==> src/design/line_error_jitter_regs.vh <==
// Summary of operation
// - Bit 5 latches single bipolar violation, bit 4 latches line bipolar violation.
// - Bit 3 latches single excess zeros, bit 2 latches line excess zeros.
// - Bit 1 latches a test pattern bit error.
// - Bit 0 latches an overflow of the 16-bit error counter.
// - Status flags reset to zero; writing one clears, writing zero keeps.
// - Interrupt output is high while any enabled status flag is set.
// - Status bits 7 and 6 are reserved and read zero.
// - Error count is 16 bits over read-only low and high bytes, reset zero.
// - Counter value moves to count registers automatically or on request, per mode bit.
// - Count pair per channel 1 to 16 at stride 0x40, plus channel 0 pair.
// - In manual period mode, a rising stop bit copies latest positive and negative peak jitter results.
// - Period mode bit: zero manual period ended by stop, one automatic one second.
// - Bandwidth bit selects the jitter measurement band.
// - Jitter configuration is channel 0 only, one address, reset zero, bits 7-3 reserved.
// - Peak results are 12 bits, low byte plus four-bit high register.
`ifndef LINE_ERROR_JITTER_REGS_VH
`define LINE_ERROR_JITTER_REGS_VH

`define OFF_STATUS        6'h22
`define OFF_COUNT_LOW     6'h23
`define OFF_COUNT_HIGH    6'h24
`define OFF_COUNT_CTRL    6'h3e
`define OFF_IRQ_MASK      6'h3f

`define ADDR_CH0_COUNT_LOW   11'h7e3
`define ADDR_CH0_COUNT_HIGH  11'h7e4
`define ADDR_JITTER_CONFIG   11'h7e5
`define ADDR_POS_PEAK_LOW    11'h7e6
`define ADDR_POS_PEAK_HIGH   11'h7e7
`define ADDR_NEG_PEAK_LOW    11'h7e8
`define ADDR_NEG_PEAK_HIGH   11'h7e9
`define ADDR_CH0_COUNT_CTRL  11'h7ea

`define BIT_SINGLE_BPV    5
`define BIT_LINE_BPV      4
`define BIT_SINGLE_EXZ    3
`define BIT_LINE_EXZ      2
`define BIT_PATTERN_ERR   1
`define BIT_CNT_OVERFLOW  0

`define BIT_MEAS_STOP     2
`define BIT_MEAS_MODE     1
`define BIT_MEAS_BW       0
`define BIT_CNT_MODE      1
`define BIT_CNT_REQUEST   0

`define STATUS_RESET      6'h00
`define STATUS_USED       8'h3f
`define MASK_RESET        6'h3f
`define JITTER_RESET      3'h0
`define COUNT_RESET       16'h0000
`define COUNT_MAX         16'hffff
`define PEAK_RESET        12'h000

`define CLK_FREQ_KHZ      125000
`define ROUND_TIME_MS     1000
// Time in ms times clock in kHz, kept at counter width
`define ROUND_CYCLES      27'h7735940
`define JITTER_TIME_MS    1000
`define JITTER_CYCLES     27'h7735940

`endif

==> src/design/line_error_jitter_status_regs.v <==
`timescale 1ns/1ps
`include "line_error_jitter_regs.vh"

module line_error_jitter_status_regs #(
    parameter [26:0] ROUND_CYCLES  = `ROUND_CYCLES,
    parameter [26:0] JITTER_CYCLES = `JITTER_CYCLES
) (
    input  wire        sys_clk,
    input  wire        sys_rst,
    input  wire [10:0] addr,
    input  wire [7:0]  wrData,
    input  wire        wrStrobe,
    input  wire        rdStrobe,
    output reg  [7:0]  rdData,
    input  wire [15:0] singleBipolarViolation,
    input  wire [15:0] lineBipolarViolation,
    input  wire [15:0] singleExcessZeros,
    input  wire [15:0] lineExcessZeros,
    input  wire [15:0] patternError,
    input  wire [16:0] errorEvent,
    input  wire [11:0] posPeakIn,
    input  wire [11:0] negPeakIn,
    output wire        measBandwidthSelect,
    output wire        measPeriodMode,
    output reg         measPeriodEnd,
    output wire        irq
);

    // Channel n (1..16) owns the 64-byte window starting at (n-1)*0x40
    function chanHit;
        input [10:0] a;
        input [4:0]  chan;
        begin
            chanHit = (chan != 5'd0) && (a[10] == 1'b0) && ({1'b0, a[9:6]} == (chan - 5'd1));
        end
    endfunction

    // Per-channel register decode, shared by the channel 1..16 write paths
    function regHit;
        input [10:0] a;
        input [4:0]  chan;
        input [5:0]  off;
        begin
            regHit = chanHit(a, chan) && (a[5:0] == off);
        end
    endfunction

    // Count control readback: the request bit is a pulse and reads zero
    function [7:0] ctrlByte;
        input mode;
        begin
            ctrlByte = {6'h00, mode, 1'b0};
        end
    endfunction

    function [7:0] flagByte;
        input [5:0] flags;
        begin
            flagByte = {2'b00, flags};
        end
    endfunction

    function [7:0] countByte;
        input [15:0] count;
        input        upper;
        begin
            countByte = upper ? count[15:8] : count[7:0];
        end
    endfunction

    // Upper result nibble; reserved bits read zero
    function [7:0] peakHighByte;
        input [11:0] peak;
        begin
            peakHighByte = {4'h0, peak[11:8]};
        end
    endfunction

    // Terminal counts at counter width, so the compares need no padding
    localparam [26:0] ROUND_LAST  = ROUND_CYCLES - 27'h0000001;
    localparam [26:0] JITTER_LAST = JITTER_CYCLES - 27'h0000001;

    // Shared counting round for automatic error count updates
    reg  [26:0] roundCnt;
    reg         roundEnd;
    wire        roundWrap;

    assign roundWrap = (roundCnt >= ROUND_LAST);

    always @(posedge sys_clk) begin
        if (sys_rst) begin
            roundCnt <= 27'h0000000;
            roundEnd <= 1'b0;
        end else if (roundWrap) begin
            roundCnt <= 27'h0000000;
            roundEnd <= 1'b1;
        end else begin
            roundCnt <= roundCnt + 27'h0000001;
            roundEnd <= 1'b0;
        end
    end

    // Per-channel error counters; index 0 is channel 0
    wire [17*16-1:0] shownAll;
    wire [16:0]      cntModeAll;
    // Channel 0 has no status register, so its overflow bit goes unread
    wire [16:0]      overflowAll;

    genvar i;
    generate
        for (i = 0; i < 17; i = i + 1) begin : g_count
            reg  [15:0] liveCount;
            reg  [15:0] shownCount;
            reg         cntMode;
            reg         overflowPulse;
            wire        ctrlHit;
            wire        manualReq;
            wire        update;
            wire        atMax;

            if (i == 0) begin : g_ch0
                assign ctrlHit = wrStrobe && (addr == `ADDR_CH0_COUNT_CTRL);
            end else begin : g_chn
                assign ctrlHit = wrStrobe && regHit(addr, i[4:0], `OFF_COUNT_CTRL);
            end

            // Request bit is a write-only pulse, never stored
            assign manualReq = ctrlHit && wrData[`BIT_CNT_REQUEST];
            // Requests are ignored in auto mode, so the round is the only source
            assign update    = cntMode ? roundEnd : manualReq;
            assign atMax     = (liveCount == `COUNT_MAX);

            always @(posedge sys_clk) begin
                if (sys_rst) begin
                    cntMode <= 1'b0;
                end else if (ctrlHit) begin
                    cntMode <= wrData[`BIT_CNT_MODE];
                end
            end

            always @(posedge sys_clk) begin
                if (sys_rst) begin
                    liveCount     <= `COUNT_RESET;
                    shownCount    <= `COUNT_RESET;
                    overflowPulse <= 1'b0;
                end else if (update) begin
                    // New round starts; an error in this cycle opens it
                    shownCount    <= liveCount;
                    liveCount     <= errorEvent[i] ? 16'h0001 : `COUNT_RESET;
                    overflowPulse <= 1'b0;
                end else if (errorEvent[i]) begin
                    if (atMax) begin
                        // Saturate rather than wrap so the shown value stays meaningful
                        overflowPulse <= 1'b1;
                    end else begin
                        liveCount     <= liveCount + 16'h0001;
                        overflowPulse <= 1'b0;
                    end
                end else begin
                    overflowPulse <= 1'b0;
                end
            end

            assign shownAll[16*i +: 16] = shownCount;
            assign cntModeAll[i]        = cntMode;
            assign overflowAll[i]       = overflowPulse;
        end
    endgenerate

    // Per-channel sticky status and mask, channels 1..16
    wire [16*8-1:0] statusAll;
    wire [16*8-1:0] maskAll;
    wire [15:0]     chanIrq;

    generate
        for (i = 1; i < 17; i = i + 1) begin : g_status
            reg  [5:0] status;
            reg  [5:0] mask;
            wire [5:0] setBits;
            wire [5:0] clrBits;
            wire       statusWr;
            wire       maskWr;
            wire [5:0] pending;

            assign statusWr = wrStrobe && regHit(addr, i[4:0], `OFF_STATUS);
            assign maskWr   = wrStrobe && regHit(addr, i[4:0], `OFF_IRQ_MASK);

            assign setBits[`BIT_SINGLE_BPV]   = singleBipolarViolation[i-1];
            assign setBits[`BIT_LINE_BPV]     = lineBipolarViolation[i-1];
            assign setBits[`BIT_SINGLE_EXZ]   = singleExcessZeros[i-1];
            assign setBits[`BIT_LINE_EXZ]     = lineExcessZeros[i-1];
            assign setBits[`BIT_PATTERN_ERR]  = patternError[i-1];
            assign setBits[`BIT_CNT_OVERFLOW] = overflowAll[i];

            assign clrBits = statusWr ? wrData[5:0] : 6'h00;

            always @(posedge sys_clk) begin
                if (sys_rst) begin
                    status <= `STATUS_RESET;
                end else begin
                    // Set beats clear so an event in the clearing cycle survives
                    status <= (status & ~clrBits) | setBits;
                end
            end

            always @(posedge sys_clk) begin
                if (sys_rst) begin
                    // All enabled, so any set flag reaches irq without setup
                    mask <= `MASK_RESET;
                end else if (maskWr) begin
                    mask <= wrData[5:0];
                end
            end

            assign statusAll[8*(i-1) +: 8] = flagByte(status);
            assign maskAll[8*(i-1) +: 8]   = flagByte(mask);
            assign pending                 = status & mask;
            assign chanIrq[i-1]            = |pending;
        end
    endgenerate

    assign irq = |chanIrq;

    // Channel 0 jitter measurement configuration and results
    reg  [2:0]  jitterCfg;
    reg         stopPrev;
    reg  [26:0] jitterCnt;
    reg  [11:0] posPeak;
    reg  [11:0] negPeak;
    wire        jitterCfgWr;
    wire        stopRise;
    wire        autoTick;
    wire        capture;
    wire        stopLevel;
    wire        jitterWrap;

    assign jitterCfgWr = wrStrobe && (addr == `ADDR_JITTER_CONFIG);

    always @(posedge sys_clk) begin
        if (sys_rst) begin
            jitterCfg <= `JITTER_RESET;
        end else if (jitterCfgWr) begin
            jitterCfg <= wrData[2:0];
        end
    end

    assign measPeriodMode      = jitterCfg[`BIT_MEAS_MODE];
    assign measBandwidthSelect = jitterCfg[`BIT_MEAS_BW];
    assign stopLevel           = jitterCfg[`BIT_MEAS_STOP];

    // Edge, not level: software must drop the bit to arm the next stop
    always @(posedge sys_clk) begin
        if (sys_rst) begin
            stopPrev <= 1'b0;
        end else begin
            stopPrev <= stopLevel;
        end
    end

    assign stopRise = stopLevel && !stopPrev && !measPeriodMode;

    always @(posedge sys_clk) begin
        if (sys_rst) begin
            jitterCnt <= 27'h0000000;
        end else if (!measPeriodMode) begin
            jitterCnt <= 27'h0000000;
        end else if (jitterWrap) begin
            jitterCnt <= 27'h0000000;
        end else begin
            jitterCnt <= jitterCnt + 27'h0000001;
        end
    end

    // Counter idles at zero in manual mode, so an auto period starts on the mode write
    assign jitterWrap = (jitterCnt >= JITTER_LAST);
    assign autoTick   = measPeriodMode && jitterWrap;
    assign capture  = stopRise || autoTick;

    always @(posedge sys_clk) begin
        if (sys_rst) begin
            posPeak       <= `PEAK_RESET;
            negPeak       <= `PEAK_RESET;
            measPeriodEnd <= 1'b0;
        end else begin
            measPeriodEnd <= capture;
            if (capture) begin
                posPeak <= posPeakIn;
                negPeak <= negPeakIn;
            end
        end
    end

    // Read path: data in the cycle after the strobe, zero elsewhere
    reg  [7:0]  next_rdData;
    reg  [3:0]  chIdx;
    reg  [8:0]  shownBase;
    reg  [6:0]  byteBase;
    reg  [15:0] shownSel;
    wire        chanSpace;

    // Channel windows fill the lower half of the map; the upper half is channel 0 only
    assign chanSpace = (addr[10] == 1'b0);

    always @* begin
        next_rdData = 8'h00;
        chIdx       = addr[9:6];
        byteBase    = {chIdx, 3'b000};
        shownBase   = {1'b0, chIdx, 4'h0} + 9'h010;
        shownSel    = shownAll[shownBase +: 16];
        if (chanSpace) begin
            case (addr[5:0])
                `OFF_STATUS: begin
                    next_rdData = statusAll[byteBase +: 8];
                end
                `OFF_COUNT_LOW: begin
                    next_rdData = countByte(shownSel, 1'b0);
                end
                `OFF_COUNT_HIGH: begin
                    next_rdData = countByte(shownSel, 1'b1);
                end
                `OFF_COUNT_CTRL: begin
                    next_rdData = ctrlByte(cntModeAll[chIdx + 5'd1]);
                end
                `OFF_IRQ_MASK: begin
                    next_rdData = maskAll[byteBase +: 8];
                end
                default: begin
                    next_rdData = 8'h00;
                end
            endcase
        end else begin
            case (addr)
                `ADDR_CH0_COUNT_LOW: begin
                    next_rdData = countByte(shownAll[15:0], 1'b0);
                end
                `ADDR_CH0_COUNT_HIGH: begin
                    next_rdData = countByte(shownAll[15:0], 1'b1);
                end
                `ADDR_JITTER_CONFIG: begin
                    next_rdData = {5'h00, jitterCfg};
                end
                `ADDR_POS_PEAK_LOW: begin
                    next_rdData = posPeak[7:0];
                end
                `ADDR_POS_PEAK_HIGH: begin
                    next_rdData = peakHighByte(posPeak);
                end
                `ADDR_NEG_PEAK_LOW: begin
                    next_rdData = negPeak[7:0];
                end
                `ADDR_NEG_PEAK_HIGH: begin
                    next_rdData = peakHighByte(negPeak);
                end
                `ADDR_CH0_COUNT_CTRL: begin
                    next_rdData = ctrlByte(cntModeAll[0]);
                end
                default: begin
                    next_rdData = 8'h00;
                end
            endcase
        end
    end

    always @(posedge sys_clk) begin
        if (sys_rst) begin
            rdData <= 8'h00;
        end else if (rdStrobe) begin
            rdData <= next_rdData;
        end else begin
            rdData <= 8'h00;
        end
    end

endmodule

==> config.mk <==
export PLATFORM = sky130hd
export DESIGN_NAME = line_error_jitter_status_regs
export DESIGN_NICKNAME = d
export VERILOG_FILES = /design/src/design/line_error_jitter_status_regs.v
export VERILOG_INCLUDE_DIRS = /design/src /design/src/design
export SDC_FILE = /design/constraint.sdc
export NUM_CORES = 2
export LEC_CHECK = 0
export ABC_CLOCK_PERIOD_IN_PS = 3800
export BUFFER_PORTS_ARGS = -buffer_cell sky130_fd_sc_hd__buf_2
export CAP_MARGIN = 20
export CORE_MARGIN = 4
export CORE_UTILIZATION = 62
export CTS_CLUSTER_SIZE = 28
export DETAILED_ROUTE_END_ITERATION = 12
export GPL_TIMING_DRIVEN = 1
export PLACE_DENSITY = 0.89
export SLEW_MARGIN = 20
export SYNTH_ARGS = -nofsm -noshare
export SYNTH_HDL_FRONTEND = slang
export SYNTH_SLANG_ARGS = --single-unit
export TNS_END_PERCENT = 30
==> constraint.sdc <==
create_clock -name sys_clk -period 3.8 [get_ports sys_clk]
set_input_delay 0.76 -clock sys_clk [delete_from_list [all_inputs] [get_ports sys_clk]]
set_output_delay 0.76 -clock sys_clk [all_outputs]
set_load 0.005 [all_outputs]
# Word level (Yosys, flattened, before mapping)
# Index checks and enable logic that the tools add are counted.
# word_totals
n_memories,0
latchBits,0
register_bits,861
wordCells,595
ram_bits,0
output_inout_bits,12
romBits,0
inputBits,144
# classes
n_addsub,21
muxes,123
order_cmp,3
n_bitwise,83
n_shift,3
mul,0
n_eq_ne,62
n_div,0
reduce_logical,192
# op_table
op,count
$mux 16,51
$add 16x1->16 const B,17
$eq 16x16->1 const B,17
$shiftx 272x10->16,1
$shiftx 128x8->8,2
$and 6x6->6,32
$logic_and 1x1->1,134
$mux 6,16
$not 6->6,16
$or 6x6->6,16
$reduce_or 96->1,1
$eq 11x11->1 const B,8
$pmux 8 s8,1
$add 27x1->27 const B,2
$ge 27x27->1 const B,2
$mux 1,52
$reduce_or 3->1,17
$pmux 8 s5,1
$ne 2x2->1 const B,17
$reduce_and 2->1,17
$reduce_bool 2->1,17
$eq 4x4->1 const B,8
$eq 6x6->1 const B,5
$not 1->1,19
other kinds (12),18

# Logic depth before layout (Yosys ltp)
# logic_depth
ltp_word,8
ltp_mapped,15
ltp_nobuf,8

# Least setup slack after synthesis
# OpenSTA, ideal clock, no wires.
# synth_timing
path_kind,input-to-reg
startpoint,input addr[7]
endpoint,register g_count[5].shownCount[10]
setup_ns,0.128
path_slack_ns,0.476
t_arrival_ns,3.197
t_required_ns,3.672
path_buffers,7
stages,14
cell_sequence,clkbuf_8 buf_2 buf_4 clkinv_1 clkbuf_8 ha_1 and3b_1 clkbuf_1 nand2_1 o31a_1 buf_2 buf_2 mux2i_1 nor2_1
# synth_between
elab_chain_cells,6
# synth_rtl
element,line,source
start: declaration,line_error_jitter_status_regs.v:10,"input wire [10:0] addr,"
$eq 4x3->1,line_error_jitter_status_regs.v:34,"chanHit = (chan != 5'd0) && (a[10] == 1'b0) && ({1'b0, a[9:6]} == (chan - 5'd1));"
$logic_and 1x1->1,line_error_jitter_status_regs.v:34,
$logic_and 1x1->1,line_error_jitter_status_regs.v:44,"regHit = chanHit(a, chan) && (a[5:0] == off);"
$logic_and 1x1->1,line_error_jitter_status_regs.v:124,"assign ctrlHit = wrStrobe && regHit(addr, i[4:0], `OFF_COUNT_CTRL);"
$logic_and 1x1->1,line_error_jitter_status_regs.v:128,assign manualReq = ctrlHit && wrData[`BIT_CNT_REQUEST];
$mux 1,line_error_jitter_status_regs.v:130,assign update = cntMode ? roundEnd : manualReq;
end signal: assignment,line_error_jitter_status_regs.v:144,shownCount <= `COUNT_RESET;
end signal: assignment,line_error_jitter_status_regs.v:148,shownCount <= liveCount;
end: declaration,line_error_jitter_status_regs.v:113,reg [15:0] shownCount;
# No other way between the ends.
# A chain may end at the register's enable or synchronous reset.

# Final worst setup path
# layout_timing
startpoint,register g_status[4].status[4]
endpoint,output irq
# layout_between
elab_chain_cells,2
# layout_rtl
element,line,source
start: declaration,line_error_jitter_status_regs.v:177,reg [5:0] status;
start signal: assignment,line_error_jitter_status_regs.v:199,status <= `STATUS_RESET;
start signal: assignment,line_error_jitter_status_regs.v:202,status <= (status & ~clrBits) | setBits;
$and 6x6->6,line_error_jitter_status_regs.v:217,assign pending = status & mask;
$reduce_or 96->1,line_error_jitter_status_regs.v:222,assign irq = |chanIrq;
end: declaration,line_error_jitter_status_regs.v:26,output wire irq
# No other way between the ends.

==> results.cfg <==
[status]
status = finished, final reports clean

[critical_path]
critPathKind = flop to primary output
cp_top_family = simple AND/OR/NAND/NOR gates
worst-endpoint-required_ns = 3.04
cp_slowest_cell = nor4_1
crit_chain = a22o_1 -> a221oi_1 -> nand3_1 -> nor4_1 -> nand3_1 -> buf_2
cp_max_fo = 3
path_buf_inv = 1
worst_ep_arrival_time_ns = 2.40
crit_path_end_kind = primary output
r2r_start = g_count[14].liveCount[3]
cpMostUsedCell = nand3_1
startpoint = g_status[4].status[4]
critical-path-max-stage-delay_ns = 0.37
cp-start-kind = flop

[synth]
synth_edf_count = 0
synth-async-reset-ratio = 0
yosys-top-cells-area = dfxtp_1 (44%), nor2_1 (6.3%), mux4_2 (6.2%)
netlist_area_um2 = 39500
postSynth.topFlopCell = dfxtp_1
netlist.area_leader.share = 0.436
synth_area_leader_cell = dfxtp_1
yosysMostFrequentCell = dfxtp_1
ys_seq_area_frac = 0.436
yosys_warnings = 0
avgSynthCellArea_um2 = 8.85
synth_top_cells_by_count = dfxtp_1 (861), nor2_1 (664), nand2_1 (539)
synth_cell_types = 84
synth_cells = 4463
ys_ff_latch = 861
synth_nets = 4630

[global_route]
antenna_found_initial = 6
grtUsageTotal = 0.336
grt_pass1_vias = 33500
grt_overflow = 0
grt_max_degree = 112
grt_pass1_wl_um = 182000

[timing]
finalHoldViolCount = 0
tns_ns = 0
fmax_ghz = 0.316
rsz0062_at_grt = false
setup_viol = 0
drv_slew = 0
fin_crit_ns = 3.16
setup_slack_ns = 0.640
period_share = 0.832
worst_pin_slew_ns = 1.06
slew_headroom = 0.282
clock_skew_ns = 0.0198

[clocking]
clockRootBuffer = clkbuf_16
numCtsBuffers = 85
htree_levels = 3
clkLatencyLatePin_ns = 0.65
cts_setup_buffers = 0
clockBufferDepth = 3
hold_buffers = 0
cts_sinks = 861
cts_tree = done
cts_resized = 0
clkTransAtPathRegs_ns = 0.07

[floorplanning]
fp.coreArea_um2 = 63100
rows = 92
start_util = 0.626
die_area_um2 = 67800
die_x_um = 260
dieHeight_um = 260
io_pins = 156

[power_and_ir_drop]
cellPowerDensity_nw_per_um2 = 440
ir_drop_mv = 0.391
p_leak_uw = 0.0168

[cells_and_area]
area_growth_pct = 11.8
drive_above_1_share = 0.122
final_nets = 4714

[placement]
place_hpwl_um = 81400
pre_cts_slack_ns = 0.348
place.gp.congestion = 1.04
port-buffer-count = 153

[routing]
via_count = 35100
first_iter_violations = 4531
dr.pass1.iters = 9
wire_per_inst_um = 21.6
drc_errors = 0
via_per_inst = 6.43
routed_wl_um = 118000
ant_nets = 0

[worst_hold_path]
hold_start = singleExcessZeros[14]
hold_class = primary input to flop

[flow_run]
maxCapViolations = 0
==> cell families after synthesis <==
| group | Yosys count | synth area share |
|---|---|---|
| XOR/XNOR | 205 | 0.0454 |
| multiplexers | 371 | 0.134 |
| buffers and inverters | 315 | 0.0356 |
| adder cells (fa/ha/maj) | 23 | 0.00728 |
| flip-flops | 861 | 0.436 |
| AO/OA/AOI/OAI | 686 | 0.105 |
| AND/OR/NAND/NOR | 2002 | 0.236 |
==> metrics by stage <==
stage | power [µW] | util | hold slack (ns) | area (µm²) | instances
after floorplan | 9970 | - | 0.413 | 39500 | 4463
final | 19400 | 0.701 | 0.315 | 44200 | 5463
after global placement | 10300 | 0.651 | 0.419 | 41100 | 5306
after detailed placement | 10300 | 0.651 | 0.424 | 41100 | 5306
after global routing | 19900 | 0.701 | 0.331 | 44200 | 5461
after CTS | 19400 | 0.700 | 0.307 | 44200 | 5461
==> routing by layer <==
metal | track usage | part of all wire | wire [µm] | vias to the layer above
li1 | - | - | - | 15900
met1 | 0.421 | 0.37 | 43600 | 16600
met2 | 0.533 | 0.45 | 53200 | 2155
met3 | 0.0746 | 0.11 | 13000 | 492
met4 | 0.199 | 0.069 | 8090 | 6
met5 | 0 | 0.00035 | 41 | -
==> where the power goes <==
group | switching (µW) | leakage (µW) | internal (µW) | total, µW
registers | 133 | 0.00697 | 9120 | 9250
logic | 560 | 0.00834 | 351 | 911
clock network | 3660 | 0.00152 | 5600 | 9260
==> layout by cell type, fill, tap and decap left out, types with 99 or more instances in the layout <==
cell	count
buf_2	150
nor3_1	208
xnor2_1	123
mux4_2	108
a21oi_1	313
buf_4	99
mux2i_1	236
nand2_1	538
o21ai_0	135
nor2_1	664
nand3_1	119
dfxtp_1	861
==> cell type report <==
| cell class | count | area [µm²] |
|---|---|---|
| Antenna cell | 2 | 5.00 |
| Fill cell | 4350 | 18900 |
| Tap cell | 846 | 1060 |
| Clock inverter | 40 | 639 |
| Inverter | 53 | 199 |
| Multi-Input combinational cell | 3287 | 20900 |
| Clock buffer | 115 | 2440 |
| Timing Repair Buffer | 259 | 1690 |
| Sequential cell | 861 | 17200 |
==> registers in the layout, indices dropped and copies added, names as in the netlist <==
name / count
posPeak: 12
g_status.status: 96
rdData: 8
negPeak: 12
jitterCfg: 3
jitterCnt: 27
g_count.liveCount: 272
g_status.mask: 96
roundEnd: 1
g_count.overflowPulse: 16
roundCnt: 27
g_count.cntMode: 17
g_count.shownCount: 272
stopPrev: 1
measPeriodEnd: 1
==> worst paths after layout <==
| path | to | slack [ns] | cells past startpoint |
|---|---|---|---|
| worst max-delay path | irq | 0.64 | 6 |
| worst min-delay path | g_status[15].status[3] | 0.31 | 3 |
| worst max register to register | g_count[14].liveCount[3] | 1.29 | 6 |
| worst min register to register | g_status[16].status[0] | 0.44 | 2 |
==> worst reg2reg max path: stages, from the launching register on <==
cell and delay, ns:
dfxtp_1 0.43, and4_1 0.30, nand4_1 0.20, or4_1 0.79, nand3_1 0.39, xor2_1 0.21
nor2_1 0.06
Power figures use the tool's default switching activity.
